**config.mk**
```make
export PLATFORM = sky130hd
export DESIGN_NAME = timer_ctl_top
export DESIGN_NICKNAME = d
export VERILOG_FILES = /design/src/design/pin_noise_filter.v /design/src/design/timer_ctl_top.v
export VERILOG_INCLUDE_DIRS = /design/src /design/src/design
export SDC_FILE = /design/constraint.sdc
export NUM_CORES = 1
export LEC_CHECK = 0
export BUFFER_PORTS_ARGS = -buffer_cell sky130_fd_sc_hd__buf_4
export CAP_MARGIN = 20
export CORE_MARGIN = 4
export CORE_UTILIZATION = 52
export CTS_CLUSTER_DIAMETER = 60
export DETAILED_ROUTE_END_ITERATION = 10
export GPL_ROUTABILITY_DRIVEN = 0
export PLACE_DENSITY = 0.76
export SLEW_MARGIN = 20
export SYNTH_ARGS = -nofsm -noshare
export SYNTH_HDL_FRONTEND = slang
export SYNTH_SLANG_ARGS = --single-unit
export TNS_END_PERCENT = 10
```
**constraint.sdc**
```tcl
create_clock -name clk_sys_i -period 2.4 [get_ports clk_sys_i]
set_clock_uncertainty 0.15 [all_clocks]
set_input_delay 0.12 -clock clk_sys_i [delete_from_list [all_inputs] [get_ports clk_sys_i]]
set_output_delay 0.12 -clock clk_sys_i [all_outputs]
set_load 0.01 [all_outputs]
```
**src/design/timer_ctl_regs.vh**
```
`ifndef TIMER_CTL_REGS_VH
`define TIMER_CTL_REGS_VH

// Register byte offsets (AXI4-Lite, one word each)
`define OFS_FLT_CTRL_0    8'h00
`define OFS_FLT_CTRL_1    8'h04
`define OFS_CH_CTRL_0     8'h08
`define OFS_CH_CTRL_1     8'h0C
`define OFS_CUT_EN_STAT   8'h10
`define OFS_EVT_LINK_SEL  8'h14
`define OFS_CH_START      8'h18
`define OFS_MODE          8'h1C
`define OFS_GEN_A_0       8'h20
`define OFS_GEN_A_1       8'h24
`define OFS_COUNT_0       8'h28
`define OFS_COUNT_1       8'h2C
`define OFS_IRQ_STAT      8'h30
`define OFS_IRQ_MASK      8'h34
`define OFS_LAST_WORD     6'h0D

// Filter control fields
`define FLT_EN_LSB        0
`define FLT_CH0_B_CUT     4
`define FLT_CH1_B_CUT     5
`define FLT_CLK_LSB       6
// Count source field
`define CNT_SRC_LSB       0
// Cutoff enable/status fields
`define CUT_FLAG_BIT      0
`define CUT_IN_EN_BIT     7
// Event link select fields
`define EVT_CAP_SEL_BIT0  0
`define EVT_CUT_EN_BIT0   1
`define EVT_CAP_SEL_BIT1  4
`define EVT_CUT_EN_BIT1   5
`define EVT_LINK_MASK     8'h33
// Start register fields
`define RUN_BIT0          0
`define MATCH_SEL_BIT0    2
// Mode register fields
`define MODE_3PH_BIT      0
`define MODE_HS_OSC_BIT   1

// Count source codes
`define SRC_DIV1          3'h0
`define SRC_DIV2          3'h1
`define SRC_DIV4          3'h2
`define SRC_DIV8          3'h3
`define SRC_DIV32         3'h4
`define SRC_EXT           3'h5
// Filter clock codes
`define FCK_DIV32         2'h0
`define FCK_DIV8          2'h1
`define FCK_DIV1          2'h2
`define FCK_SRC           2'h3

// Reset values
`define RST_BYTE          8'h00
`define RST_WORD          16'h0000

// Filter agreement length in samples
`define FLT_SAMPLES       3

// AXI responses
`define RESP_OKAY         2'h0
`define RESP_SLVERR       2'h2

`endif

```
**src/design/pin_noise_filter.v**
```verilog
`timescale 1ns/1ps
`include "timer_ctl_regs.vh"

module pin_noise_filter (
  input  wire clk_sys_i,
  input  wire rst_b_i,
  input  wire sample_i,
  input  wire en_i,
  input  wire pin_i,
  output reg  level_o
);

  reg [`FLT_SAMPLES-1:0] hist_q;

  // Level changes only after all samples agree; bypass when off
  always @(posedge clk_sys_i or negedge rst_b_i)
  begin
    if (!rst_b_i)
    begin
      hist_q  <= {`FLT_SAMPLES{1'b0}};
      level_o <= 1'b0;
    end
    else if (!en_i)
    begin
      hist_q  <= {`FLT_SAMPLES{pin_i}};
      level_o <= pin_i;
    end
    else if (sample_i)
    begin
      hist_q <= {hist_q[`FLT_SAMPLES-2:0], pin_i};
      if (&{hist_q[`FLT_SAMPLES-2:0], pin_i})
        level_o <= 1'b1;
      else if (~|{hist_q[`FLT_SAMPLES-2:0], pin_i})
        level_o <= 1'b0;
    end
  end

endmodule // pin_noise_filter

```
**src/design/timer_ctl_top.v**
```verilog
// Our own choices: the placing of the registers and register access over AXI4-Lite.
`timescale 1ns/1ps
`include "timer_ctl_regs.vh"
// Contract
// - Per-pin noise filter with own enable bit
// - Filter clock: /32, /8, undivided, count source
// - High-speed flag moves /32, /8 and undivided filter clocks to oscillator; count source pick unchanged
// - Per-channel bit puts B pin into cutoff
// - Count source decode; codes 110/111 forbidden
// - External cutoff input only when enabled
// - Any forced cutoff sets the cutoff flag
// - Event may replace pin as capture trigger
// - Event may force cutoff of channel outputs
// - Match select: keep counting or stop

module timer_ctl_top (
  input  wire        clk_sys_i,
  input  wire        rst_b_i,
  input  wire [7:0]  awaddr,
  input  wire        awvalid,
  output reg         awready,
  input  wire [31:0] wdata,
  input  wire [3:0]  wstrb,
  input  wire        wvalid,
  output reg         wready,
  output reg  [1:0]  bresp,
  output reg         bvalid,
  input  wire        bready,
  input  wire [7:0]  araddr,
  input  wire        arvalid,
  output reg         arready,
  output reg  [31:0] rdata,
  output reg  [1:0]  rresp,
  output reg         rvalid,
  input  wire        rready,
  input  wire        hs_osc_clk_i,
  input  wire        external_count_clock_pin_i,
  input  wire        cutoff_in_b_i,
  input  wire [7:0]  capture_pwm_pin_i,
  input  wire [7:0]  pwm_level_i,
  input  wire [7:0]  pwm_oe_i,
  input  wire [1:0]  event_capture_i,
  input  wire [1:0]  event_cutoff_i,
  output reg  [7:0]  capture_pwm_pin_o,
  output reg  [7:0]  capture_pwm_pin_oe_o,
  output reg  [7:0]  filtered_pin_o,
  output reg  [1:0]  capture_trigger_o,
  output reg         irq_o
);

  // Software-visible state
  reg  [15:0] flt_ctrl_q;
  reg  [5:0]  count_src_q;
  reg         cutoff_input_enable_q;
  reg  [7:0]  evt_link_q;
  reg  [3:0]  start_q;
  reg  [1:0]  mode_q;
  reg  [31:0] gen_a_q;
  reg  [3:0]  irq_stat_q;
  reg  [3:0]  irq_mask_q;
  reg  [1:0]  cut_q;
  // Bus slave state
  reg  [7:0]  aw_addr_q;
  reg  [31:0] w_data_q;
  reg  [3:0]  w_strb_q;
  reg  [31:0] rd_mux;
  // Synchronisers and edge history
  reg  [7:0]  pin_meta_q;
  reg  [7:0]  pin_sync_q;
  reg  [2:0]  misc_meta_q;
  reg  [2:0]  misc_sync_q;
  reg         hs_prev_q;
  reg         ext_prev_q;
  reg  [1:0]  pin_a_prev_q;
  reg  [4:0]  sys_div_q;
  reg  [4:0]  hs_div_q;

  wire        hs_tick;
  wire        ext_tick;
  wire        ext_cut;
  wire        wr_go;
  wire        rd_go;
  wire [1:0]  src_tick;
  wire [1:0]  flt_tick;
  wire [1:0]  match;
  wire [1:0]  cut_evt;
  wire [1:0]  cap_evt;
  wire [7:0]  filt;
  wire [31:0] cnt_word;

  // True when an address hits a mapped word
  function mapped;
    input [7:0] addr;
    begin
      mapped = (addr[7:2] <= `OFS_LAST_WORD);
    end
  endfunction

  // One-cycle divider tick from a free counter: 0=/1 .. 4=/32
  function div_tick;
    input [4:0] cnt;
    input [2:0] ratio;
    begin
      case (ratio)
        3'h0:    div_tick = 1'b1;
        3'h1:    div_tick = cnt[0];
        3'h2:    div_tick = &cnt[1:0];
        3'h3:    div_tick = &cnt[2:0];
        3'h4:    div_tick = &cnt[4:0];
        default: div_tick = 1'b0;
      endcase
    end
  endfunction

  // Byte-lane merge for narrow writes
  function [31:0] merge;
    input [31:0] old;
    input [31:0] data;
    input [3:0]  strb;
    integer k;
    begin
      merge = old;
      for (k = 0; k < 4; k = k + 1)
        if (strb[k])
          merge[8*k +: 8] = data[8*k +: 8];
    end
  endfunction

  // Lane-merged general A words; only the low half is kept
  wire [31:0] ga0_m = merge({16'h0000, gen_a_q[15:0]}, w_data_q, w_strb_q);
  wire [31:0] ga1_m = merge({16'h0000, gen_a_q[31:16]}, w_data_q, w_strb_q);

  // Two-flop synchronisers for every pin
  always @(posedge clk_sys_i or negedge rst_b_i)
  begin
    if (!rst_b_i)
    begin
      pin_meta_q  <= 8'h00;
      pin_sync_q  <= 8'h00;
      misc_meta_q <= 3'h4;
      misc_sync_q <= 3'h4;
    end
    else
    begin
      pin_meta_q  <= capture_pwm_pin_i;
      pin_sync_q  <= pin_meta_q;
      misc_meta_q <= {cutoff_in_b_i, external_count_clock_pin_i,
                      hs_osc_clk_i};
      misc_sync_q <= misc_meta_q;
    end
  end

  assign hs_tick  = misc_sync_q[0] & ~hs_prev_q;
  assign ext_tick = misc_sync_q[1] & ~ext_prev_q;
  assign ext_cut  = ~misc_sync_q[2] & cutoff_input_enable_q;

  // Prescalers; oscillator edges sampled, so it must run below half fclk
  always @(posedge clk_sys_i or negedge rst_b_i)
  begin
    if (!rst_b_i)
    begin
      hs_prev_q  <= 1'b0;
      ext_prev_q <= 1'b0;
      sys_div_q  <= 5'h00;
      hs_div_q   <= 5'h00;
    end
    else
    begin
      hs_prev_q  <= misc_sync_q[0];
      ext_prev_q <= misc_sync_q[1];
      sys_div_q  <= sys_div_q + 5'h01;
      if (hs_tick)
        hs_div_q <= hs_div_q + 5'h01;
    end
  end

  // Per-channel clocking, counter and cutoff
  genvar c;
  generate
    for (c = 0; c < 2; c = c + 1)
    begin : ch
      reg  [15:0] cnt_q;
      wire [2:0]  src   = count_src_q[3*c +: 3];
      wire [1:0]  fck   = flt_ctrl_q[8*c+`FLT_CLK_LSB +: 2];
      wire        hs_on = mode_q[`MODE_HS_OSC_BIT];
      wire [2:0]  fdiv  = (fck == `FCK_DIV32) ? 3'h4 :
                          (fck == `FCK_DIV8)  ? 3'h3 : 3'h0;

      assign src_tick[c] = (src == `SRC_EXT) ? ext_tick :
                           div_tick(sys_div_q, src);
      assign flt_tick[c] = (fck == `FCK_SRC) ? src_tick[c] :
                           hs_on ? (hs_tick & div_tick(hs_div_q, fdiv)) :
                           div_tick(sys_div_q, fdiv);
      assign match[c]   = start_q[`RUN_BIT0+c] & src_tick[c] &
                          (cnt_q == gen_a_q[16*c +: 16]);
      assign cut_evt[c] = ext_cut |
                          (evt_link_q[`EVT_CUT_EN_BIT0+4*c] &
                           event_cutoff_i[c]);
      assign cap_evt[c] = evt_link_q[`EVT_CAP_SEL_BIT0+4*c] ?
                          event_capture_i[c] :
                          (filt[4*c] & ~pin_a_prev_q[c]);
      assign cnt_word[16*c +: 16] = cnt_q;

      // Count only while running; match either wraps or stops
      always @(posedge clk_sys_i or negedge rst_b_i)
      begin
        if (!rst_b_i)
          cnt_q <= `RST_WORD;
        else if (match[c])
        begin
          if (start_q[`MATCH_SEL_BIT0+c])
            cnt_q <= `RST_WORD;
        end
        else if (start_q[`RUN_BIT0+c] & src_tick[c])
          cnt_q <= cnt_q + 16'h0001;
      end
    end
  endgenerate

  // Noise filters, four pins per channel
  genvar p;
  generate
    for (p = 0; p < 8; p = p + 1)
    begin : pin
      pin_noise_filter u_flt (
        .clk_sys_i (clk_sys_i),
        .rst_b_i   (rst_b_i),
        .sample_i  (flt_tick[p/4]),
        .en_i      (flt_ctrl_q[8*(p/4)+`FLT_EN_LSB+(p%4)]),
        .pin_i     (pin_sync_q[p]),
        .level_o   (filt[p])
      );
    end
  endgenerate

  // Pin drive: cut pins float; B pin only if its bit allows
  integer q;
  always @(posedge clk_sys_i or negedge rst_b_i)
  begin
    if (!rst_b_i)
    begin
      capture_pwm_pin_o    <= 8'h00;
      capture_pwm_pin_oe_o <= 8'h00;
    end
    else
    begin
      capture_pwm_pin_o <= pwm_level_i;
      for (q = 0; q < 8; q = q + 1)
        capture_pwm_pin_oe_o[q] <= pwm_oe_i[q] & ~(cut_q[q/4] &
          ((q%4 != 1) | flt_ctrl_q[8*(q/4)+`FLT_CH0_B_CUT+q/4]));
    end
  end

  // Capture triggers, filtered levels, interrupt line
  always @(posedge clk_sys_i or negedge rst_b_i)
  begin
    if (!rst_b_i)
    begin
      pin_a_prev_q      <= 2'h0;
      capture_trigger_o <= 2'h0;
      filtered_pin_o    <= 8'h00;
      irq_o             <= 1'b0;
    end
    else
    begin
      pin_a_prev_q      <= {filt[4], filt[0]};
      capture_trigger_o <= cap_evt;
      filtered_pin_o    <= filt;
      irq_o             <= |(irq_stat_q & irq_mask_q);
    end
  end

  assign wr_go = awready == 1'b0 && wready == 1'b0 && !bvalid;
  assign rd_go = arvalid && arready;

  // Write channel: take address and data in any order, then answer
  always @(posedge clk_sys_i or negedge rst_b_i)
  begin
    if (!rst_b_i)
    begin
      awready   <= 1'b1;
      wready    <= 1'b1;
      bvalid    <= 1'b0;
      bresp     <= `RESP_OKAY;
      aw_addr_q <= 8'h00;
      w_data_q  <= 32'h00000000;
      w_strb_q  <= 4'h0;
    end
    else
    begin
      if (awready && awvalid)
      begin
        awready   <= 1'b0;
        aw_addr_q <= awaddr;
      end
      if (wready && wvalid)
      begin
        wready   <= 1'b0;
        w_data_q <= wdata;
        w_strb_q <= wstrb;
      end
      if (wr_go)
      begin
        bvalid <= 1'b1;
        bresp  <= mapped(aw_addr_q) ? `RESP_OKAY : `RESP_SLVERR;
      end
      if (bvalid && bready)
      begin
        bvalid  <= 1'b0;
        awready <= 1'b1;
        wready  <= 1'b1;
      end
    end
  end

  // Read data selection
  always @*
  begin
    rd_mux = 32'h00000000;
    case ({araddr[7:2], 2'b00})
      `OFS_FLT_CTRL_0:   rd_mux[7:0]  = flt_ctrl_q[7:0];
      `OFS_FLT_CTRL_1:   rd_mux[7:0]  = flt_ctrl_q[15:8];
      `OFS_CH_CTRL_0:    rd_mux[2:0]  = count_src_q[2:0];
      `OFS_CH_CTRL_1:    rd_mux[2:0]  = count_src_q[5:3];
      `OFS_CUT_EN_STAT:  rd_mux[7:0]  = {cutoff_input_enable_q, 6'h00,
                                         |cut_q};
      `OFS_EVT_LINK_SEL: rd_mux[7:0]  = evt_link_q;
      `OFS_CH_START:     rd_mux[3:0]  = start_q;
      `OFS_MODE:         rd_mux[1:0]  = mode_q;
      `OFS_GEN_A_0:      rd_mux[15:0] = gen_a_q[15:0];
      `OFS_GEN_A_1:      rd_mux[15:0] = gen_a_q[31:16];
      `OFS_COUNT_0:      rd_mux[15:0] = cnt_word[15:0];
      `OFS_COUNT_1:      rd_mux[15:0] = cnt_word[31:16];
      `OFS_IRQ_STAT:     rd_mux[3:0]  = irq_stat_q;
      `OFS_IRQ_MASK:     rd_mux[3:0]  = irq_mask_q;
      default:           rd_mux       = 32'h00000000;
    endcase
  end

  // Read channel: one-cycle answer held until taken
  always @(posedge clk_sys_i or negedge rst_b_i)
  begin
    if (!rst_b_i)
    begin
      arready <= 1'b1;
      rvalid  <= 1'b0;
      rdata   <= 32'h00000000;
      rresp   <= `RESP_OKAY;
    end
    else if (rd_go)
    begin
      arready <= 1'b0;
      rvalid  <= 1'b1;
      rdata   <= rd_mux;
      rresp   <= mapped(araddr) ? `RESP_OKAY : `RESP_SLVERR;
    end
    else if (rvalid && rready)
    begin
      rvalid  <= 1'b0;
      arready <= 1'b1;
    end
  end

  // Register file; hardware set beats software clear
  always @(posedge clk_sys_i or negedge rst_b_i)
  begin
    if (!rst_b_i)
    begin
      flt_ctrl_q            <= {`RST_BYTE, `RST_BYTE};
      count_src_q           <= 6'h00;
      cutoff_input_enable_q <= 1'b0;
      evt_link_q            <= `RST_BYTE;
      start_q               <= 4'h0;
      mode_q                <= 2'h0;
      gen_a_q               <= {`RST_WORD, `RST_WORD};
      irq_mask_q            <= 4'h0;
      irq_stat_q            <= 4'h0;
      cut_q                 <= 2'h0;
    end
    else
    begin
      if (wr_go && w_strb_q[0])
        case ({aw_addr_q[7:2], 2'b00})
          `OFS_FLT_CTRL_0:   flt_ctrl_q[7:0]  <= w_data_q[7:0];
          `OFS_FLT_CTRL_1:   flt_ctrl_q[15:8] <= w_data_q[7:0];
          `OFS_CH_CTRL_0:    count_src_q[2:0] <= w_data_q[2:0];
          `OFS_CH_CTRL_1:    count_src_q[5:3] <= w_data_q[2:0];
          `OFS_CUT_EN_STAT:  cutoff_input_enable_q <=
                               w_data_q[`CUT_IN_EN_BIT];
          `OFS_EVT_LINK_SEL: evt_link_q <= w_data_q[7:0] & `EVT_LINK_MASK;
          `OFS_MODE:         mode_q     <= w_data_q[1:0];
          `OFS_IRQ_MASK:     irq_mask_q <= w_data_q[3:0];
          default:           ;
        endcase
      if (wr_go && {aw_addr_q[7:2], 2'b00} == `OFS_GEN_A_0)
        gen_a_q[15:0]  <= ga0_m[15:0];
      if (wr_go && {aw_addr_q[7:2], 2'b00} == `OFS_GEN_A_1)
        gen_a_q[31:16] <= ga1_m[15:0];
      // Stop on match when the keep-counting bit is clear
      if (wr_go && w_strb_q[0] &&
          {aw_addr_q[7:2], 2'b00} == `OFS_CH_START)
        start_q <= w_data_q[3:0];
      else
        start_q <= start_q & ~({2'b00, match} &
                   ~{2'b00, start_q[3:2]});
      // Writing 0 to the flag clears it; a new cut still wins
      if (wr_go && w_strb_q[0] && ~w_data_q[`CUT_FLAG_BIT] &&
          {aw_addr_q[7:2], 2'b00} == `OFS_CUT_EN_STAT)
        cut_q <= cut_evt;
      else
        cut_q <= cut_q | cut_evt;
      // Status clears on read; new events win over the clear
      irq_stat_q <= (irq_stat_q &
                     ~((rd_go && {araddr[7:2], 2'b00} == `OFS_IRQ_STAT)
                       ? 4'hF : 4'h0)) | {match, cut_evt};
    end
  end

endmodule // timer_ctl_top

```
==> results.md <==
* Non-Filler Instances at 1513
* Slew Viols, Final at 0
* Clock-pin slew on the worst setup and hold paths at 0.06 ns
* Simple-gate share of the synthesized area at 0.1298
* Mux contribution to synthesized area at 0.1183
* Adder-cell share of the synthesized area at 0.009100
* Largest family of logic cells by synthesized area: compound AO/OA/AOI/OAI gates
* Tmin final at 2.672 ns
* Synth Area in Compound Gates at 0.1316
* RSZ-0062 raised after global routing: yes
* Final net count at 1321
* Violated checks: setup timing
* Mean Syn Cell Area at 11.28 sq um
* Register area share after synthesis at 0.5443
* PortBufs at 117
* Crit Path Max Fanout at 8
* Worst Path Arrival at 2.97 ns
* Max-cap violations at 0
* CTS buffer count at 26
* Via count at 9028
* Yosys top cell by area: dfrtp_1
* Startpoint class of the critical path: register
* H-tree Lvls at 1
* Core Area at 20490 sq um
* Clk pwr share at 0.259
* Total Die Area at 23540 sq um
* Post-Syn Area at 11000 sq um
* Rows at 52
* Worst-margin pin slew at 0.6436 ns
* LEAKAGE at 6.596 nW
* Max Fclk at 374.2 MHz
* Area of the multi-input gates at 4942 sq um
* Psw at 6.088 mW
* CTS sink cnt at 239
* Peak supply drop at 0.8139 mV
* DRC at 0
* Placed Area at 12580 sq um
* Mapped Cells at 975
* Area contributors post-synth: dfrtp_1 53%, mux2_2 10%, nand2_1 3.1%
* Global-route wire length before repair at 48380 um
* Xor and xnor area share after synthesis at 0.03026
* CTS max path bufs at 3
* Iteration-0 DRC Markers at 833
* Synth Register Bits at 239
* Share of cells above drive strength 1 at 0.3130
* Initial antenna violation count at 1
* Logic pwr share at 0.319
* Dpl ws at -0.1515 ns
* Placed insts at 1390
* Post-DP HPWL at 20690 um
* YS warnings at 0
* Die Wd at 153.4 um
* Commonest non-fill, non-tap cells in the layout: 234 x dfrtp_1, 177 x buf_4, 98 x mux2_2
* Total grt overflow at 0
* Slew headroom at 0.5709
* Main synth FF type: dfrtp_1
* Register area at 5987 sq um
* Largest net degree at the start of global routing at 79
* Vias in the first global route at 9096
* Final Cell Area at 14530 sq um
* Status: complete, but fails checks
* Crit path kind: reg -> reg
* Fin crit share at 1.113
* Pwr/cell area at 1119 nW/um^2
* Number of distinct library cells after synthesis at 69
* P&R area growth vs syn at 32.13%
* Fin. Hold Viols at 0
* Sequential share of power at 0.422
* Internal cell power at 10.18 mW
* Min-Delay Path Class: in -> async
* Final setup fails at 42
* Leading cell type in the layout, fill and taps excluded: dfrtp_1
* Ant diodes at 0
* DIE HEIGHT at 153.4 um
* Tot GR Track Use at 0.2529
* Filler cells at 1381
* Wire per inst at 20.62 um
* WL final at 31200 um
* Clock Tree Root: clkbuf_16
* Post-synthesis async set-or-reset flop share at 1.000
* Critical path capture point type: register
* WP data required at 2.70 ns
* Total I/O pin count at 158
* Vias per inst at 5.967
* Switching part of the total at 0.3742
* Post-synth EDFFs at 0
* Yosys top cell area share at 0.5324
* ANT nets after route at 0
* DRT Pass-1 Iters at 8
* Initial Util at 0.5367
* Fin worst setup slack at -0.2722 ns
* TritonCTS clock tree: yes
* Clk_lat worst skew at 0.54 ns
[synth_stat cells, drive strengths merged (4+ instances only)]
cell type / count
a21o: 9
a22oi: 30
and2: 4
ha: 8
o2111ai: 9
nor2: 40
a21oi: 19
buf: 36
or4: 4
o21ai: 52
a31oi: 33
inv: 24
a222oi: 4
nor4: 6
nand4: 22
dfrtp: 234
xor2: 17
clkbuf: 21
a22o: 5
nor3: 14
nand2b: 23
mux2i: 16
nand2: 91
o31ai: 7
nor2b: 11
dfstp: 5
xnor2: 21
o22ai: 7
mux2: 99
nand3: 46
and3: 10
a32oi: 5
[final cells by class]
cell class / instances / area share
inverter: 24 / 0.006371
sequential: 239 / 0.4119
clock inverter: 9 / 0.009900
multi-input combinational: 672 / 0.3400
timing repair buffer: 260 / 0.1556
tap: 270 / 0.02324
clock buffer: 39 / 0.05294
[worst max-delay path, cell delays in order, from the launching register on]
cell and delay [ns]:
dfrtp_1 0.38, ha_2 0.19, and3_4 0.20, ha_4 0.13
inv_4 0.05, a221oi_4 0.38, o221a_4 0.29, o21ai_4 0.09
or4_4 0.52, a32oi_2 0.19
[power groups by stage]
stage               clock (mW)  sequential, mW  combinational [mW]
finish                    4.22            6.87                5.19
global route              4.44            6.98                5.62
CTS                       4.26            6.72                4.72
detailed placement           0            6.77                4.50
global placement             0            6.71                4.33
floorplan                    0            6.21                2.91
[sequential cells by signal, summed over array words and instances (netlist names), 8 cells and up]
| register | count |
|---|---|
| capture_pwm_pin_o | 8 |
| capture_pwm_pin_oe_o | 8 |
| ch.cnt_q | 32 |
| flt_ctrl_q | 16 |
| gen_a_q | 32 |
| pin.u_flt.hist_q | 16 |
| pin.u_flt.level_o | 8 |
| pin_meta_q | 8 |
| pin_sync_q | 8 |
| rdata | 16 |
| w_data_q | 16 |
[cell families (layout without fill, tap and decap cells)]
group	after synthesis	count (layout)
AOI/OAI and AO/OA	211	211
xor gates and xnor gates	38	38
adders and majority gates	8	8
buffers and inverters	81	332
DFF	239	239
muxes	116	116
other	1	18
and+or+nand+nor	281	281
[timing repair]
action,4_1_cts,5_1_grt
hold buffers,69,0
pin swaps,8,10
cloned,0,3
gates resized for setup,11,44
setup endpoints to repair,46,63
setup buffers,0,3
endpoints found under the hold margin,293,0
[path summary, 6_finish.rpt]
| check | start | cells after the start | slack (ns) | end |
|---|---|---|---|---|
| min in group clk_sys_i | araddr[4] | 4 | 0.02 | rdata[0]$_DFFE_PN0P_ |
| max in group asynchronous | rst_b_i | 3 | 1.28 | rdata[14]$_DFFE_PN0P_ |
| setup / recovery | sys_div_q[1]$_DFF_PN0_ | 9 | -0.27 | ch[1].cnt_q[14]$_DFFE_PN0P_ |
| hold reg to reg | pin_meta_q[3]$_DFF_PN0_ | 0 | 0.20 | pin_sync_q[3]$_DFF_PN0_ |
| hold / removal | rst_b_i | 2 | 0.004 | capture_pwm_pin_o[7]$_DFF_PN0_ |
| setup reg to reg | sys_div_q[1]$_DFF_PN0_ | 9 | -0.27 | ch[1].cnt_q[14]$_DFFE_PN0P_ |
[stage by stage]
stage	setup TNS [ns]	util	total power [mW]	hold WS, ns
final	-3.962	0.7092	16.27	0.003907
after global routing	-8.107	0.7092	17.04	0.06742
after CTS	-1.839	0.6939	15.71	0.007347
after detailed placement	-2.713	0.6139	11.27	-0.002204
after global placement	-0.3910	0.6139	11.05	0.003071
after floorplan	-0.02820	-	9.122	-0.3256
[metal layers]
metal | routed length, um | vias to the layer above | part of all wire | global-route usage
li1 | - | 4038 | - | -
met4 | 1366 | 0 | 0.044 | 0.1047
met5 | 0 | - | 0 | 0
met2 | 14620 | 444 | 0.47 | 0.3968
met3 | 2801 | 102 | 0.090 | 0.05315
met1 | 12420 | 4444 | 0.40 | 0.3455
Note: power is estimated with default switching activity, not from simulation.
